`src/design/wdit_pkg.sv`:
```
// Constants for the watchdog interval timer: addresses, keys, reset values,
// field positions and pulse lengths.
// Assumes a 16-bit internal address with byte reads and word writes.
package wdit_pkg;
    // Addresses of the internal register bus.
    localparam logic [15:0] ADDR_CTRL_WR  = 16'hFFBC;
    localparam logic [15:0] ADDR_CTRL_RD  = 16'hFFBC;
    localparam logic [15:0] ADDR_CNT_RD   = 16'hFFBD;
    localparam logic [15:0] ADDR_RST_WR   = 16'hFFBE;
    localparam logic [15:0] ADDR_RST_RD   = 16'hFFBF;
    // Upper-byte keys of a word write.
    localparam logic [7:0]  KEY_COUNTER   = 8'h5A;
    localparam logic [7:0]  KEY_CONTROL   = 8'hA5;
    localparam logic [7:0]  CLEAR_DATA    = 8'h00;
    // Reset values.
    localparam logic [7:0]  CTRL_RESET    = 8'h18;
    localparam logic [7:0]  RST_RESET     = 8'h1F;
    localparam logic [7:0]  CNT_RESET     = 8'h00;
    localparam logic [7:0]  CNT_TOP       = 8'hFF;
    // Field positions.
    localparam int          FLAG_BIT      = 7;
    localparam int          MODE_BIT      = 6;
    localparam int          RUN_BIT       = 5;
    localparam int          OVERFLOW_RESET_ENABLE_BIT      = 6;
    localparam int          RESET_TYPE_SELECT_BIT      = 5;
    localparam logic [1:0]  CTRL_ONES     = 2'h3;
    localparam logic [4:0]  RST_ONES      = 5'h1F;
    // Pulse lengths in clock states.
    localparam logic [7:0]  PULSE_RESET   = 8'd132;
    localparam logic [7:0]  PULSE_NORESET = 8'd130;
    localparam logic [9:0]  CHIP_RST_LEN  = 10'd518;
endpackage

```
`src/design/wdit_prescaler.sv`:
```
// Count-clock prescaler: one-cycle tick at a selectable divisor of clk_i.
// Assumes the select is stable while running; the count is cleared when halted.
`timescale 1ns/10ps
module wdit_prescaler #(
    parameter int WIDTH = 17
) (
    input  wire logic       clk_i,
    input  wire logic       rst_i,
    input  wire logic       run_i,
    input  wire logic [2:0] clock_divider_select_i,
    output logic            tick_o
);
    logic [WIDTH-1:0] div_count;

    // Number of low bits that must be all ones for each divisor.
    function automatic logic [WIDTH-1:0] div_mask(input logic [2:0] sel);
        logic [4:0] bits;
        bits = 5'd1;
        case (sel)
            3'h0: bits = 5'd1;
            3'h1: bits = 5'd6;
            3'h2: bits = 5'd7;
            3'h3: bits = 5'd9;
            3'h4: bits = 5'd11;
            3'h5: bits = 5'd13;
            3'h6: bits = 5'd15;
            default: bits = 5'd17;
        endcase
        div_mask = WIDTH'((18'h1 << bits) - 18'h1);
    endfunction

    // Free count while running; restarts from zero on every start.
    always_ff @(posedge clk_i or posedge rst_i) begin
        if (rst_i) begin
            div_count <= '0;
        end else if (!run_i) begin
            div_count <= '0;
        end else begin
            div_count <= div_count + 1'b1;
        end
    end

    // Tick when the selected low bits are all ones.
    assign tick_o = run_i && ((div_count & div_mask(clock_divider_select_i))
                              == div_mask(clock_divider_select_i));
endmodule

```
`src/design/wdit_top.sv`:
```
// Watchdog interval timer: 8-bit counter, control and reset registers,
// overflow pulse, chip-internal reset request and interval interrupt.
// Assumes the CPU issues single-cycle byte reads and word or byte writes;
// rst_i is the external reset pin, already in the clk_i domain.
`timescale 1ns/10ps

////////////////////////////////////////////////////////////////////////////////
// Summary of operation
// Reset register loads 1F on pin reset, keeps value on overflow reset.
// Watchdog flag sets on FF to 00 wrap in watchdog mode only.
// Watchdog flag clears only after a read with flag set, then clear write.
// Watchdog overflow resets counter and control register; chip reset only if enabled.
// Reset type bit chooses power-on (0) or manual (1) reset.
// Reset register bits 4 to 0 always read as one.
// Counter and control register take only word writes.
// Key 5A writes counter, key A5 writes control register.
// A5 with 00 at reset address clears flag, keeps enable and type.
// Key 5A at reset address loads enable and type, keeps flag.
// Byte reads: control at BC, counter at BD, reset register at BF.
// Overflow output low 132 states with reset enable, else 130.
// Chip reset starts with overflow output, lasts 518 states.
// Pin reset wins over overflow reset and leaves flag cleared.
// Interval overflow sets interval flag and requests interrupt together.
// Interval interrupt follows the interval flag.
// Counter write beats a coincident count tick.
// Software halts counting before changing the divider select.
// Software halts counting before switching modes.
// While output is low, writes ignored and flag reads not recognised.
// Software rewrites the counter before it overflows.
// Watchdog mode: mode and run set; interval: mode clear, run set.
// Count ticks come from one of eight clock divisors.
// Run bit clear holds counter at zero.
// Control register resets to 18, bits 4 and 3 read as one.
// Interval flag clears after read with flag set, then write of 0.
// Word writes with an unknown key change nothing.
module wdit_top (
    input  wire logic        clk_i,
    input  wire logic        rst_i,
    input  wire logic [15:0] bus_addr_i,
    input  wire logic        bus_rd_i,
    input  wire logic        bus_wr_i,
    input  wire logic        bus_word_i,
    input  wire logic [15:0] bus_wdata_i,
    output logic      [7:0]  bus_rdata_o,
    output logic             overflow_output_n_o,
    output logic             chip_reset_o,
    output logic             reset_type_o,
    output logic             interval_interrupt_o
);
    logic [7:0] watch_counter;
    logic       interval_overflow_flag;
    logic       timer_mode_select;
    logic       count_run;
    logic [2:0] clock_divider_select;
    logic       watchdog_overflow_flag;
    logic       overflow_reset_enable;
    logic       reset_type_select;
    logic       itv_armed;
    logic       wdg_armed;
    logic [7:0] pulse_count;
    logic [9:0] chip_count;
    logic       tick;
    logic       busy;
    logic       word_wr;
    logic       cnt_wr;
    logic       ctrl_wr;
    logic       rst_cfg_wr;
    logic       rst_clr_wr;
    logic       overflow;
    logic       wdg_ovf;
    logic       itv_ovf;
    logic [7:0] ctrl_value;
    logic [7:0] rst_value;

    ////////////////////////////////////////////////////////////////////////////
    // Count tick source.
    wdit_prescaler #(
        .WIDTH (17)
    ) u_prescaler (
        .clk_i                  (clk_i),
        .rst_i                  (rst_i),
        .run_i                  (count_run),
        .clock_divider_select_i (clock_divider_select),
        .tick_o                 (tick)
    );

    ////////////////////////////////////////////////////////////////////////////
    // Write decode. Byte writes and writes during the low output never match,
    // which leaves a crashing program only keyed word writes to reach these registers.
    assign busy       = (pulse_count != 8'h00);
    assign word_wr    = bus_wr_i && bus_word_i && !busy;
    assign cnt_wr     = word_wr && (bus_addr_i == wdit_pkg::ADDR_CTRL_WR)
                        && (bus_wdata_i[15:8] == wdit_pkg::KEY_COUNTER);
    assign ctrl_wr    = word_wr && (bus_addr_i == wdit_pkg::ADDR_CTRL_WR)
                        && (bus_wdata_i[15:8] == wdit_pkg::KEY_CONTROL);
    assign rst_cfg_wr = word_wr && (bus_addr_i == wdit_pkg::ADDR_RST_WR)
                        && (bus_wdata_i[15:8] == wdit_pkg::KEY_COUNTER);
    assign rst_clr_wr = word_wr && (bus_addr_i == wdit_pkg::ADDR_RST_WR)
                        && (bus_wdata_i[15:8] == wdit_pkg::KEY_CONTROL)
                        && (bus_wdata_i[7:0] == wdit_pkg::CLEAR_DATA);

    // Overflow: a tick at FF, unless a counter write takes that cycle.
    assign overflow = count_run && tick && !cnt_wr
                      && (watch_counter == wdit_pkg::CNT_TOP);
    assign wdg_ovf  = overflow && timer_mode_select;
    assign itv_ovf  = overflow && !timer_mode_select;

    ////////////////////////////////////////////////////////////////////////////
    // Counter. A watchdog overflow resets it whether or not the chip resets.
    always_ff @(posedge clk_i or posedge rst_i) begin
        if (rst_i) begin
            watch_counter <= wdit_pkg::CNT_RESET;
        end else if (wdg_ovf || !count_run) begin
            watch_counter <= wdit_pkg::CNT_RESET;
        end else if (cnt_wr) begin
            watch_counter <= bus_wdata_i[7:0];
        end else if (tick) begin
            watch_counter <= watch_counter + 8'h01;
        end
    end

    // Control fields; an unknown key leaves them alone.
    always_ff @(posedge clk_i or posedge rst_i) begin
        if (rst_i) begin
            timer_mode_select    <= wdit_pkg::CTRL_RESET[wdit_pkg::MODE_BIT];
            count_run            <= wdit_pkg::CTRL_RESET[wdit_pkg::RUN_BIT];
            clock_divider_select <= wdit_pkg::CTRL_RESET[2:0];
        end else if (wdg_ovf) begin
            timer_mode_select    <= wdit_pkg::CTRL_RESET[wdit_pkg::MODE_BIT];
            count_run            <= wdit_pkg::CTRL_RESET[wdit_pkg::RUN_BIT];
            clock_divider_select <= wdit_pkg::CTRL_RESET[2:0];
        end else if (ctrl_wr) begin
            timer_mode_select    <= bus_wdata_i[wdit_pkg::MODE_BIT];
            count_run            <= bus_wdata_i[wdit_pkg::RUN_BIT];
            clock_divider_select <= bus_wdata_i[2:0];
        end
    end

    // Interval flag: set wins over the clearing write in the same cycle.
    always_ff @(posedge clk_i or posedge rst_i) begin
        if (rst_i) begin
            interval_overflow_flag <= 1'b0;
        end else if (itv_ovf) begin
            interval_overflow_flag <= 1'b1;
        end else if (wdg_ovf) begin
            interval_overflow_flag <= 1'b0;
        end else if (ctrl_wr && itv_armed
                     && !bus_wdata_i[wdit_pkg::FLAG_BIT]) begin
            interval_overflow_flag <= 1'b0;
        end
    end

    // Interval clear is armed by reading the control register with flag set.
    always_ff @(posedge clk_i or posedge rst_i) begin
        if (rst_i) begin
            itv_armed <= 1'b0;
        end else if (ctrl_wr || wdg_ovf) begin
            itv_armed <= 1'b0;
        end else if (bus_rd_i && interval_overflow_flag
                     && bus_addr_i == wdit_pkg::ADDR_CTRL_RD) begin
            itv_armed <= 1'b1;
        end
    end

    ////////////////////////////////////////////////////////////////////////////
    // Reset register: only the pin reset reaches it, never the overflow.
    always_ff @(posedge clk_i or posedge rst_i) begin
        if (rst_i) begin
            overflow_reset_enable <= wdit_pkg::RST_RESET[wdit_pkg::OVERFLOW_RESET_ENABLE_BIT];
            reset_type_select     <= wdit_pkg::RST_RESET[wdit_pkg::RESET_TYPE_SELECT_BIT];
        end else if (rst_cfg_wr) begin
            overflow_reset_enable <= bus_wdata_i[wdit_pkg::OVERFLOW_RESET_ENABLE_BIT];
            reset_type_select     <= bus_wdata_i[wdit_pkg::RESET_TYPE_SELECT_BIT];
        end
    end

    // Watchdog flag; a coincident pin reset wins because it is asynchronous.
    always_ff @(posedge clk_i or posedge rst_i) begin
        if (rst_i) begin
            watchdog_overflow_flag <= 1'b0;
        end else if (wdg_ovf) begin
            watchdog_overflow_flag <= 1'b1;
        end else if (rst_clr_wr && wdg_armed) begin
            watchdog_overflow_flag <= 1'b0;
        end
    end

    // Flag reads during the low output are not recognised for arming.
    always_ff @(posedge clk_i or posedge rst_i) begin
        if (rst_i) begin
            wdg_armed <= 1'b0;
        end else if (rst_clr_wr) begin
            wdg_armed <= 1'b0;
        end else if (bus_rd_i && watchdog_overflow_flag && !busy
                     && bus_addr_i == wdit_pkg::ADDR_RST_RD) begin
            wdg_armed <= 1'b1;
        end
    end

    ////////////////////////////////////////////////////////////////////////////
    // Overflow output pulse; its length depends on the reset enable.
    always_ff @(posedge clk_i or posedge rst_i) begin
        if (rst_i) begin
            pulse_count <= 8'h00;
        end else if (wdg_ovf) begin
            pulse_count <= overflow_reset_enable ? wdit_pkg::PULSE_RESET
                                                 : wdit_pkg::PULSE_NORESET;
        end else if (busy) begin
            pulse_count <= pulse_count - 8'h01;
        end
    end

    // Chip reset request, started in the same cycle as the output pulse.
    always_ff @(posedge clk_i or posedge rst_i) begin
        if (rst_i) begin
            chip_count   <= 10'h000;
            reset_type_o <= 1'b0;
        end else if (wdg_ovf && overflow_reset_enable) begin
            chip_count   <= wdit_pkg::CHIP_RST_LEN;
            reset_type_o <= reset_type_select;
        end else if (chip_count != 10'h000) begin
            chip_count   <= chip_count - 10'h001;
        end
    end

    assign overflow_output_n_o  = !busy;
    assign chip_reset_o         = (chip_count != 10'h000);
    assign interval_interrupt_o = interval_overflow_flag;

    ////////////////////////////////////////////////////////////////////////////
    // Read path: registered byte read, unmapped addresses read as zero.
    assign ctrl_value = {interval_overflow_flag, timer_mode_select, count_run,
                         wdit_pkg::CTRL_ONES, clock_divider_select};
    assign rst_value  = {watchdog_overflow_flag, overflow_reset_enable,
                         reset_type_select, wdit_pkg::RST_ONES};

    always_ff @(posedge clk_i or posedge rst_i) begin
        if (rst_i) begin
            bus_rdata_o <= 8'h00;
        end else if (bus_rd_i) begin
            case (bus_addr_i)
                wdit_pkg::ADDR_CTRL_RD: bus_rdata_o <= ctrl_value;
                wdit_pkg::ADDR_CNT_RD:  bus_rdata_o <= watch_counter;
                wdit_pkg::ADDR_RST_RD:  bus_rdata_o <= rst_value;
                default:                bus_rdata_o <= 8'h00;
            endcase
        end
    end

    // Helper count of the cycles the chip reset stands, too long to unroll.
    logic [9:0] chip_high_len;
    always_ff @(posedge clk_i or posedge rst_i) begin
        if (rst_i) begin
            chip_high_len <= 10'h000;
        end else begin
            chip_high_len <= chip_reset_o ? chip_high_len + 10'h001 : 10'h000;
        end
    end
endmodule

```
`config.mk`:
```
export PLATFORM = sky130hd
export DESIGN_NAME = wdit_top
export DESIGN_NICKNAME = d
export VERILOG_FILES = /design/src/design/wdit_pkg.sv /design/src/design/wdit_prescaler.sv /design/src/design/wdit_top.sv
export SDC_FILE = /design/constraint.sdc
export NUM_CORES = 1
export LEC_CHECK = 0
export ABC_AREA = 0
export BUFFER_PORTS_ARGS = -buffer_cell sky130_fd_sc_hd__buf_4
export CAP_MARGIN = 20
export CORE_MARGIN = 5
export CORE_UTILIZATION = 62
export CTS_BUF_LIST = sky130_fd_sc_hd__clkbuf_16
export CTS_CLUSTER_SIZE = 40
export DETAILED_ROUTE_END_ITERATION = 8
export GPL_TIMING_DRIVEN = 0
export PLACE_DENSITY = 0.9
export SYNTH_ARGS = -nofsm -noshare
export SYNTH_HDL_FRONTEND = slang
export SYNTH_SLANG_ARGS = --single-unit
export TNS_END_PERCENT = 100
```
`constraint.sdc`:
```
create_clock -name clk_i -period 6.8 [get_ports clk_i]
set_input_delay 0.34 -clock clk_i [delete_from_list [all_inputs] [get_ports clk_i]]
set_output_delay 0.34 -clock clk_i [all_outputs]
set_load 0.05 [all_outputs]
```
==> results.toml, run 1 <==
[logic_synthesis]
async_flop_share_pct = 100
synth_nets = 429
ys_seq_area_share_pct = 43.1
synth_ff_type = "dfrtp_1"
synth_edf_count = 0
synthXorXnorAreaFrac_pct = 5.98
synthAdderAreaFrac_pct = 1.71
synthMuxAreaShare_pct = 5.61
synth_cell_type_count = 58
postSynthAreaPerCell_um2 = 9.45
yosysWarningCount = 0
ys_seq_elements = 63
synth_compound_area_share_pct = 10.7
post_synth_and_or_nand_nor_area_fraction_pct = 28.6
syn-instance-count = 387
synth_top_family_by_area = "simple AND/OR/NAND/NOR gates"
syn_area_um2 = 3660

[drt]
dr.pass1.iters = 7
routed_wl_um = 9140
vias = 3210
drc = 0
wl_per_cell_um = 17.4
drt-initial-drc-count = 365
viasPerCell = 6.10
drtAntennaViolNets = 0

[pwr]
leakagePower_uw = 0.00193
peakVddDrop_v = 0.000161
p_total_uw = 894
power.density_nw_per_um2 = 201

[placement]
dpl_cell_area_um2 = 4130
io_buffers = 47
dp.final_hpwl_um = 6510
gp_congestion = 0.912

[clock_network]
cts.htree.levels = 3
clk_pin_slew_ns = 0.06
clock-root-buffer = "clkbuf_16"
cts_made_buffers = 9
cts_hold_buf = 0
cts_buffer_depth = 2
cts_resized = 0
cts_setup_buffers = 0
cts_tree = "done"
clk_latency_ns = 0.33
cts_sinks = 63

[timing]
timing.final.crit_period_ns = 3.06
relSlewSlack_pct = 57.3
whs_ns = 0.0991
tightest_slew_ns = 0.639
fin_tns_setup_ns = 0
setup_viol = 0
drv_slew = 0
fmax_ghz = 0.327
final-hold-violation-count = 0
rsz0062_at_grt = "no"
period_share_pct = 45.0
skew_ns = 0.00583

[worst_setup_path]
slowest_delay_ns = 0.46
critical_path_class = "register to register"
crit_top_cell = "or3_4"
critPathArrivalTime_ns = 3.27
worstSetupStartpoint = "clock_divider_select[0]"
critPathSlowestCell = "dfrtp_1"
cp-start-kind = "register"
critPathRequiredTime_ns = 7.01
r2r_end = "reset_type_o"
r2r_slack_ns = 3.74
r2r_cells = 9
crit_fanout = 8
r2r-start = "clock_divider_select[0]"
worstPathCellList = "or3_4, ha_1, a21boi_0, a311oi_1, nand3_2, or3_4, and4b_1, buf_4, mux2_1"
critPathCaptureType = "register"
endpoint = "reset_type_o"

[die]
die_h_um = 86.8
io_pins = 49
dieArea_um2 = 7540
fp.dieW_um = 86.8
core.rowCount = 28
initial_utilization_pct = 62.9
core_area_um2 = 5820

[layout]
syn_to_final_growth_pct = 21.3
nets = 488
nFillCells = 392
antennaDiodeCount = 0
design_area_um2 = 4440
fin_util_pct = 76.3
drive_gt1_share_pct = 20.2

[grt]
antenna_found_initial = 0
grt_pass1_vias = 3186
grt_usage_pct = 25.6
grt_first_pass_wirelength_um = 15200
grt_overflow = 0
grt_max_degree = 35

[status]
status = "finished, final reports clean"

[hold_path]
hold_class = "input port to asynchronous set/reset pin"

[run]
cap_viol_max_count = 0
## per-stage QoR
stage	std cells	setup slack (ns)
final	526	3.74
after detailed placement	510	3.78
after global routing	526	3.64
after floorplan	387	4.00
after global placement	509	3.85
after CTS	526	3.76
## Yosys cell counts, types with 3 or more instances
library cell,n,area [um2]
a21oi_1,7,35.0
mux2_2,3,33.8
ha_1,5,62.6
nor3_1,8,40.0
nor4bb_1,4,40.0
nand2_1,29,109
o21ai_0,24,120
a31oi_1,3,18.8
and2_1,14,87.6
nor2_1,34,128
dfrtp_1,63,1580
buf_6,3,33.8
nand4b_1,3,26.3
nor2b_1,10,62.6
or3_1,3,18.8
nor2_2,5,31.3
mux2i_1,16,160
nor4_1,8,50.1
and3_1,5,31.3
xor2_1,8,70.1
nand3_1,25,125
xnor2_1,17,149
o211ai_1,8,60.1
clkbuf_1,7,26.3
inv_1,19,71.3
nand4_1,11,68.8
nand2b_1,4,25.0
a21boi_0,4,30.0
## cells in the final DEF (no fill, tap or decap), types with 11 or more instances in the layout
cell     instances
nand3_1         25
o21ai_0         24
inv_1           19
buf_4           49
and2_1          14
nand2_1         29
xnor2_1         17
nor2_1          34
mux2i_1         16
dfrtp_1         63
nand4_1         11
## worst max-delay path, delay by kind of cell, from the launching register on
kind,cells,cell delay [ns]
buffers and inverters,1,0.16
DFF,1,0.46
and+or+nand+nor,4,1.32
AOI/OAI and AO/OA,2,0.45
muxes,1,0.32
adders and majority gates,1,0.23
## sequential cells by signal, indices dropped and copies added, names as in the netlist
register	count
bus_rdata_o	8
chip_count	10
clock_divider_select	3
count_run	1
interval_interrupt_o	1
itv_armed	1
overflow_reset_enable	1
pulse_count	8
reset_type_o	1
reset_type_select	1
timer_mode_select	1
u_prescaler.div_count	17
watch_counter	8
watchdog_overflow_flag	1
wdg_armed	1
## how the worst min path moves through the flow
stage | from | to | slack, ns | cells after the start
after floorplan | watchdog_overflow_flag | watchdog_overflow_flag | 0.44 | 1
after global placement | watchdog_overflow_flag | watchdog_overflow_flag | 0.45 | 1
after detailed placement | rst_i | pulse_count[4] | 0.47 | 2
after CTS | rst_i | pulse_count[4] | 0.12 | 2
after global routing | rst_i | pulse_count[4] | 0.16 | 2
final | rst_i | pulse_count[4] | 0.1 | 2
## kinds of logic after synthesis
logic type      count (synthesis)
compound gates                 61
buf+inv                        33
flops                          63
other cells                     1
simple gates                  179
fa+ha+maj                       5
mux                            20
xor+xnor                       25
## where the power goes
group          internal, uW  switching (uW)  total, uW
combinational          17.4            21.3       38.8
clock                   318             162        480
sequential              375        0.000594        375
total                   710             183        894
## final cells by class
cell class              count  area (um2)  share of cell area (%)
plain buffers              14        83.8                    1.89
well taps                  75        93.8                    2.11
flip-flops and latches     63        1580                    35.5
repair buffers             48         373                    8.40
clock buffers               9         225                    5.07
inverters                  19        71.3                    1.61
multi-input cells         291        1930                    43.4
clock inverters             7        88.8                    2.00
## per-layer routing
layer | global-route usage [%] | wire, um
met4 | 11.3 | 236
met2 | 43.2 | 4770
met1 | 32.3 | 3550
met5 | 0 | 0
met3 | 3.80 | 591
(Power assumes the default switching activity.)
==> run 2: changes to the inputs <==
--- a/config.mk
+++ b/config.mk
@@ -9,12 +9,12 @@
 export BUFFER_PORTS_ARGS = -buffer_cell sky130_fd_sc_hd__buf_4
 export CAP_MARGIN = 20
 export CORE_MARGIN = 5
-export CORE_UTILIZATION = 62
+export CORE_UTILIZATION = 52
 export CTS_BUF_LIST = sky130_fd_sc_hd__clkbuf_16
 export CTS_CLUSTER_SIZE = 40
 export DETAILED_ROUTE_END_ITERATION = 8
 export GPL_TIMING_DRIVEN = 0
-export PLACE_DENSITY = 0.9
+export PLACE_DENSITY = 0.81
 export SYNTH_ARGS = -nofsm -noshare
 export SYNTH_HDL_FRONTEND = slang
 export SYNTH_SLANG_ARGS = --single-unit
==> constraint.sdc (replaced) <==
create_clock -name clk_i -period 2.6 [get_ports clk_i]
set_input_delay 0.13 -clock clk_i [delete_from_list [all_inputs] [get_ports clk_i]]
set_output_delay 0.13 -clock clk_i [all_outputs]
set_load 0.05 [all_outputs]
==> run 2 against run 1 <==
Effect of this change: the run now ends with negative setup slack left; non-clock buffer count grew 11; cell count up 5.9%; clock power increased by 140%; hold slack worse by 0.014 ns; maximum frequency up 10%; die area grew 17%; worst setup slack got worse by 3.9 ns; register-to-register slack worse by 3.9 ns.
==> results.toml, run 2 (synthesized netlist as in run 1, its figures left out) <==
[clock_network]
clk_latency_ns = 0.33
clk_pin_slew_ns = 0.06
cts_tree = "done"
cts_buffer_depth = 2
clock-root-buffer = "clkbuf_16"
cts.htree.levels = 3
cts_sinks = 63
cts_made_buffers = 9

[layout]
layout_common_cells = "dfrtp_1 (61), buf_4 (57), nor2_1 (33), nand2_1 (29), nand3_1 (25)"
syn_to_final_growth_pct = 25.5
regMostFlops = "u_prescaler.div_count"
largest_reg_flops = 17
antennaDiodeCount = 0
nets = 499
reg_top3 = "u_prescaler.div_count: 17 flops, chip_count: 10 flops"
fin_util_pct = 67.2
design_area_um2 = 4590
drive_gt1_share_pct = 23.2
final_common_cell = "dfrtp_1"

[timing]
drv_slew = 0
timing.final.crit_period_ns = 2.78
skew_ns = 0.00895
relSlewSlack_pct = 60.8
fin_ws_ns = -0.176
whs_ns = 0.0856
final-hold-violation-count = 0
setup_viol = 31
rsz0062_at_grt = "yes"
period_share_pct = 107
fmax_ghz = 0.360
tightest_slew_ns = 0.587

[die]
core.rowCount = 30
die_h_um = 93.9
core_area_um2 = 6830
io_pins = 49
fp.dieW_um = 93.9
dieArea_um2 = 8810
initial_utilization_pct = 53.6

[worst_setup_path]
worstSetupStartpoint = "clock_divider_select[0]"
cp-start-kind = "register"
critPathSlowestCell = "dfrtp_2"
critPathRequiredTime_ns = 2.81
r2r-start = "clock_divider_select[0]"
worst-path-buf-inv = 0
crit_family = "simple AND/OR/NAND/NOR gates"
crit_top_cell = "or3_4"
critPathArrivalTime_ns = 2.99
critPathCaptureType = "register"
slowest_delay_ns = 0.44
worstPathCellList = "or3_4, ha_4, o211ai_1, a311oi_2, nand3_2, or3_4, and4b_1, mux2_4"
crit_fanout = 6
critical_path_class = "register to register"

[hold_path]
hold_class = "input port to register"
holdCritStartpoint = "bus_wdata_i[7]"

[drt]
drc = 0
dr.pass1.iters = 5
viasPerCell = 5.77
wl_per_cell_um = 16.3
drtAntennaViolNets = 0
vias = 3216
routed_wl_um = 9080
drt-initial-drc-count = 294

[status]
status = "finished, violations left"
violations = "negative setup slack"

[placement]
dpl_cell_area_um2 = 4170
dp.final_hpwl_um = 6400
gp_congestion = 0.911
io_buffers = 47
dp_worst_setup_slack_ns = -0.417

[grt]
grt_max_degree = 38
grt_first_pass_wirelength_um = 15000
grt_usage_pct = 21.4
antenna_found_initial = 0
grt_overflow = 0
grt_pass1_vias = 3291

[pwr]
p_total_uw = 2230
leakagePower_uw = 0.00197
peakVddDrop_v = 0.000418
power.density_nw_per_um2 = 485

[run]
cap_viol_max_count = 0
[run 2: changes by cell type in the layout (fill, tap and decap cells not counted), moves of 2 or more]
| cell | delta |
|---|---|
| dfrtp_2 | +2 |
| buf_4 | +8 |
| clkinvlp_4 | -2 |
| clkinv_1 | +2 |
| dfrtp_1 | -2 |
[run 2: final timing paths]
path | endpoint | slack (ns) | depth (start not counted)
setup reg to reg | reset_type_o | -0.18 | 8
setup / recovery | reset_type_o | -0.18 | 8
hold reg to reg | watchdog_overflow_flag | 0.47 | 1
max in group asynchronous | clock_divider_select[0] | 1.55 | 4
min in group asynchronous | chip_count[6] | 0.43 | 3
hold / removal | wdg_armed | 0.09 | 3
[run 2: area by class of cell]
| type | instances | area (um2) |
|---|---|---|
| plain buffers | 12 | 72.6 |
| clock buffers | 9 | 225 |
| fillers | 518 | 2240 |
| clock inverters | 6 | 52.6 |
| well taps | 96 | 120 |
| flip-flops and latches | 63 | 1580 |
| multi-input cells | 291 | 1980 |
| repair buffers | 61 | 494 |
| inverters | 19 | 71.3 |
[run 2: timing repair]
item                                    4_1_cts  5_1_grt
gates cloned                                  0        1
endpoints found under the hold margin        26        0
pin swaps                                     5        8
endpoints found under the setup margin       34       35
resized for setup                             6        6
hold buffers                                  1        0
buffers inserted                              3        8
[run 2: tightest hold or removal path, stage by stage]
cell and delay (ns):
buf_4 0.10, nor4_1 0.07, nor2_1 0.08
[run 2: stage by stage]
stage               TNS, ns  std cells
floorplan                 0        387
detailed placement    -8.71        531
global placement      -6.02        530
global route          -5.73        557
finish                -3.16        557
CTS                   -4.51        550
[run 2: metal layers]
| layer | vias up | part of all wire, % | wire length, um | track usage, % |
|---|---|---|---|---|
| li1 | 1521 | - | - | - |
| met1 | 1561 | 41 | 3680 | 25.8 |
| met2 | 117 | 52 | 4730 | 36.3 |
| met3 | 17 | 5.8 | 524 | 6.17 |
| met4 | 0 | 1.5 | 139 | 7.70 |
| met5 | - | 0 | 0 | 0 |
[run 2: power by group]
| group | leakage [uW] | switching, uW | internal (uW) | total, uW |
|---|---|---|---|---|
| combinational | 0.00102 | 54.6 | 46.6 | 101 |
| sequential | 0.000817 | 0.00157 | 982 | 982 |
| clock | 0.000140 | 421 | 724 | 1140 |
| total | 0.00197 | 475 | 1750 | 2230 |
==> run 3: changes to the inputs <==
--- a/config.mk
+++ b/config.mk
@@ -8,8 +8,10 @@
 export ABC_AREA = 0
 export BUFFER_PORTS_ARGS = -buffer_cell sky130_fd_sc_hd__buf_4
 export CAP_MARGIN = 20
+export CELL_PAD_IN_SITES_DETAIL_PLACEMENT = 1
+export CELL_PAD_IN_SITES_GLOBAL_PLACEMENT = 1
 export CORE_MARGIN = 5
-export CORE_UTILIZATION = 52
+export CORE_UTILIZATION = 40
 export CTS_BUF_LIST = sky130_fd_sc_hd__clkbuf_16
 export CTS_CLUSTER_SIZE = 40
 export DETAILED_ROUTE_END_ITERATION = 8
==> run 3 against run 2 <==
Effect of this change: the run still ends with negative setup slack left; die area is 27% higher; worst setup slack worse by 0.022 ns; via count hardly changed; register-to-register slack worse by 0.02 ns; sequential power hardly changed; sequential cell count stayed put; first-iteration DRC count is 65% lower; critical path type unchanged; largest power group unchanged.
==> results.toml, run 3 (synthesized netlist as in run 1, its figures left out) <==
[status]
status = "finished, violations left"
violations = "negative setup slack"

[clock_network]
cts_tree = "done"
clock-root-buffer = "clkbuf_16"
clk_latency_ns = 0.33
clk_pin_slew_ns = 0.05
cts.htree.levels = 3
cts_sinks = 63
cts_made_buffers = 9
cts_buffer_depth = 2

[layout]
final_common_cell = "dfrtp_1"
design_area_um2 = 4590
antennaDiodeCount = 0
largest_reg_flops = 17
seqCellArea_um2 = 1580
syn_to_final_growth_pct = 25.5
nets = 498
multiInputGateArea_um2 = 1990
layout_common_cells = "dfrtp_1 (61), buf_4 (57), nor2_1 (33), nand2_1 (29), nand3_1 (25)"
nFillCells = 1020
regMostFlops = "u_prescaler.div_count"
fin_util_pct = 52.2
drive_gt1_share_pct = 23.3
reg_top3 = "u_prescaler.div_count: 17 flops, chip_count: 10 flops"

[drt]
viasPerCell = 5.67
drtAntennaViolNets = 0
vias = 3218
drt-initial-drc-count = 102
routed_wl_um = 10400
dr.pass1.iters = 4
wl_per_cell_um = 18.3
drc = 0

[timing]
rsz0062_at_grt = "yes"
fin_ws_ns = -0.198
tightest_slew_ns = 0.561
period_share_pct = 108
whs_ns = 0.0859
timing.final.crit_period_ns = 2.80
fmax_ghz = 0.357
relSlewSlack_pct = 62.5
final-hold-violation-count = 0
skew_ns = 0.00723
setup_viol = 32
drv_slew = 0

[placement]
gp_congestion = 0.855
dp.final_hpwl_um = 7330
dpl_cell_area_um2 = 4190
dp_worst_setup_slack_ns = -0.472
io_buffers = 47

[worst_setup_path]
r2r_end = "reset_type_o"
r2r-start = "clock_divider_select[1]"
endpoint = "reset_type_o"
critical_path_class = "register to register"
r2r_slack_ns = -0.20
critPathRequiredTime_ns = 2.81
worstSetupStartpoint = "clock_divider_select[1]"
critPathCaptureType = "register"
critPathArrivalTime_ns = 3.01
r2r_cells = 8
crit_fanout = 4
cp-start-kind = "register"

[die]
fp.dieW_um = 106
initial_utilization_pct = 41.5
dieArea_um2 = 11200
core.rowCount = 34
io_pins = 49
die_h_um = 106
core_area_um2 = 8810

[grt]
antenna_found_initial = 0
grt_usage_pct = 18.9
grt_pass1_vias = 3414
grt_overflow = 0
grt_first_pass_wirelength_um = 17000
grt_max_degree = 41

[run]
cap_viol_max_count = 0

[pwr]
power.density_nw_per_um2 = 486
peakVddDrop_v = 0.000331
leakagePower_uw = 0.00197
p_total_uw = 2230

[hold_path]
hold_class = "input port to register"
==> run 3: changes by cell type in the layout (fill, tap and decap cells not counted) <==
| cell | delta |
|---|---|
| o21ai_0 | +1 |
| and4b_2 | +1 |
| inv_1 | +2 |
| clkbuf_16 | -1 |
| and4b_1 | -1 |
| nor4b_4 | +1 |
| clkinv_1 | -2 |
| o21ai_1 | -1 |
| clkinv_2 | -1 |
| nor4b_2 | -1 |
| clkinvlp_4 | +1 |
==> run 3: power breakdown <==
| part | switching, uW | internal, uW | leakage, uW |
|---|---|---|---|
| clock | 423 | 725 | 0.000144 |
| combinational | 56.3 | 46.7 | 0.00101 |
| sequential | 0.00170 | 981 | 0.000817 |
==> run 3: worst min path at each step <==
stage / from / endpoint / depth (start not counted)
floorplan: bus_wdata_i[5] / watch_counter[5] / 2
global placement: bus_wdata_i[1] / clock_divider_select[1] / 3
detailed placement: rst_i / chip_count[4] / 2
CTS: bus_wdata_i[5] / reset_type_select / 2
global route: bus_wdata_i[5] / reset_type_select / 2
finish: bus_wdata_i[4] / watch_counter[4] / 3
==> run 3: repair_timing <==
action / in CTS / in global routing
cloned: 0 / 0
hold buffers: 1 / 0
buffers inserted: 5 / 6
pin swaps: 5 / 9
endpoints found under the hold margin: 23 / 0
resized for setup: 5 / 8
endpoints found under the setup margin: 34 / 34
==> run 3: worst max-delay path, stage by stage, from the launching register on <==
cell      delay (ns)
dfrtp_1         0.41
or3_4           0.42
ha_4            0.27
o211ai_1        0.11
a311oi_2        0.30
nand3_2         0.13
or3_4           0.42
and4b_2         0.33
mux2_4          0.30
==> run 3: stage by stage <==
stage          setup TNS, ns  std cells
2_1_floorplan              0        387
5_1_grt                -6.85        568
6_report               -2.67        568
3_3_place_gp           -6.82        542
3_5_place_dp          -10.12        543
4_1_cts                -3.95        564
==> run 3: routing by layer <==
layer | part of all wire (%) | GRT usage [%] | vias to the layer above | routed length (um)
li1 | - | - | 1516 | -
met2 | 53 | 33.8 | 63 | 5480
met4 | 1.7 | 6.57 | 0 | 177
met5 | 0 | 0 | - | 0
met3 | 3.0 | 3.85 | 20 | 314
met1 | 43 | 22.6 | 1619 | 4420
==> run 3: layout make-up <==
class | instances | area share [%]
buffer | 12 | 1.58
clock buffer | 9 | 4.90
timing repair buffer | 60 | 10.2
tap | 108 | 2.94
sequential | 63 | 34.4
inverter | 19 | 1.55
multi-input combinational | 291 | 43.2
clock inverter | 6 | 1.20
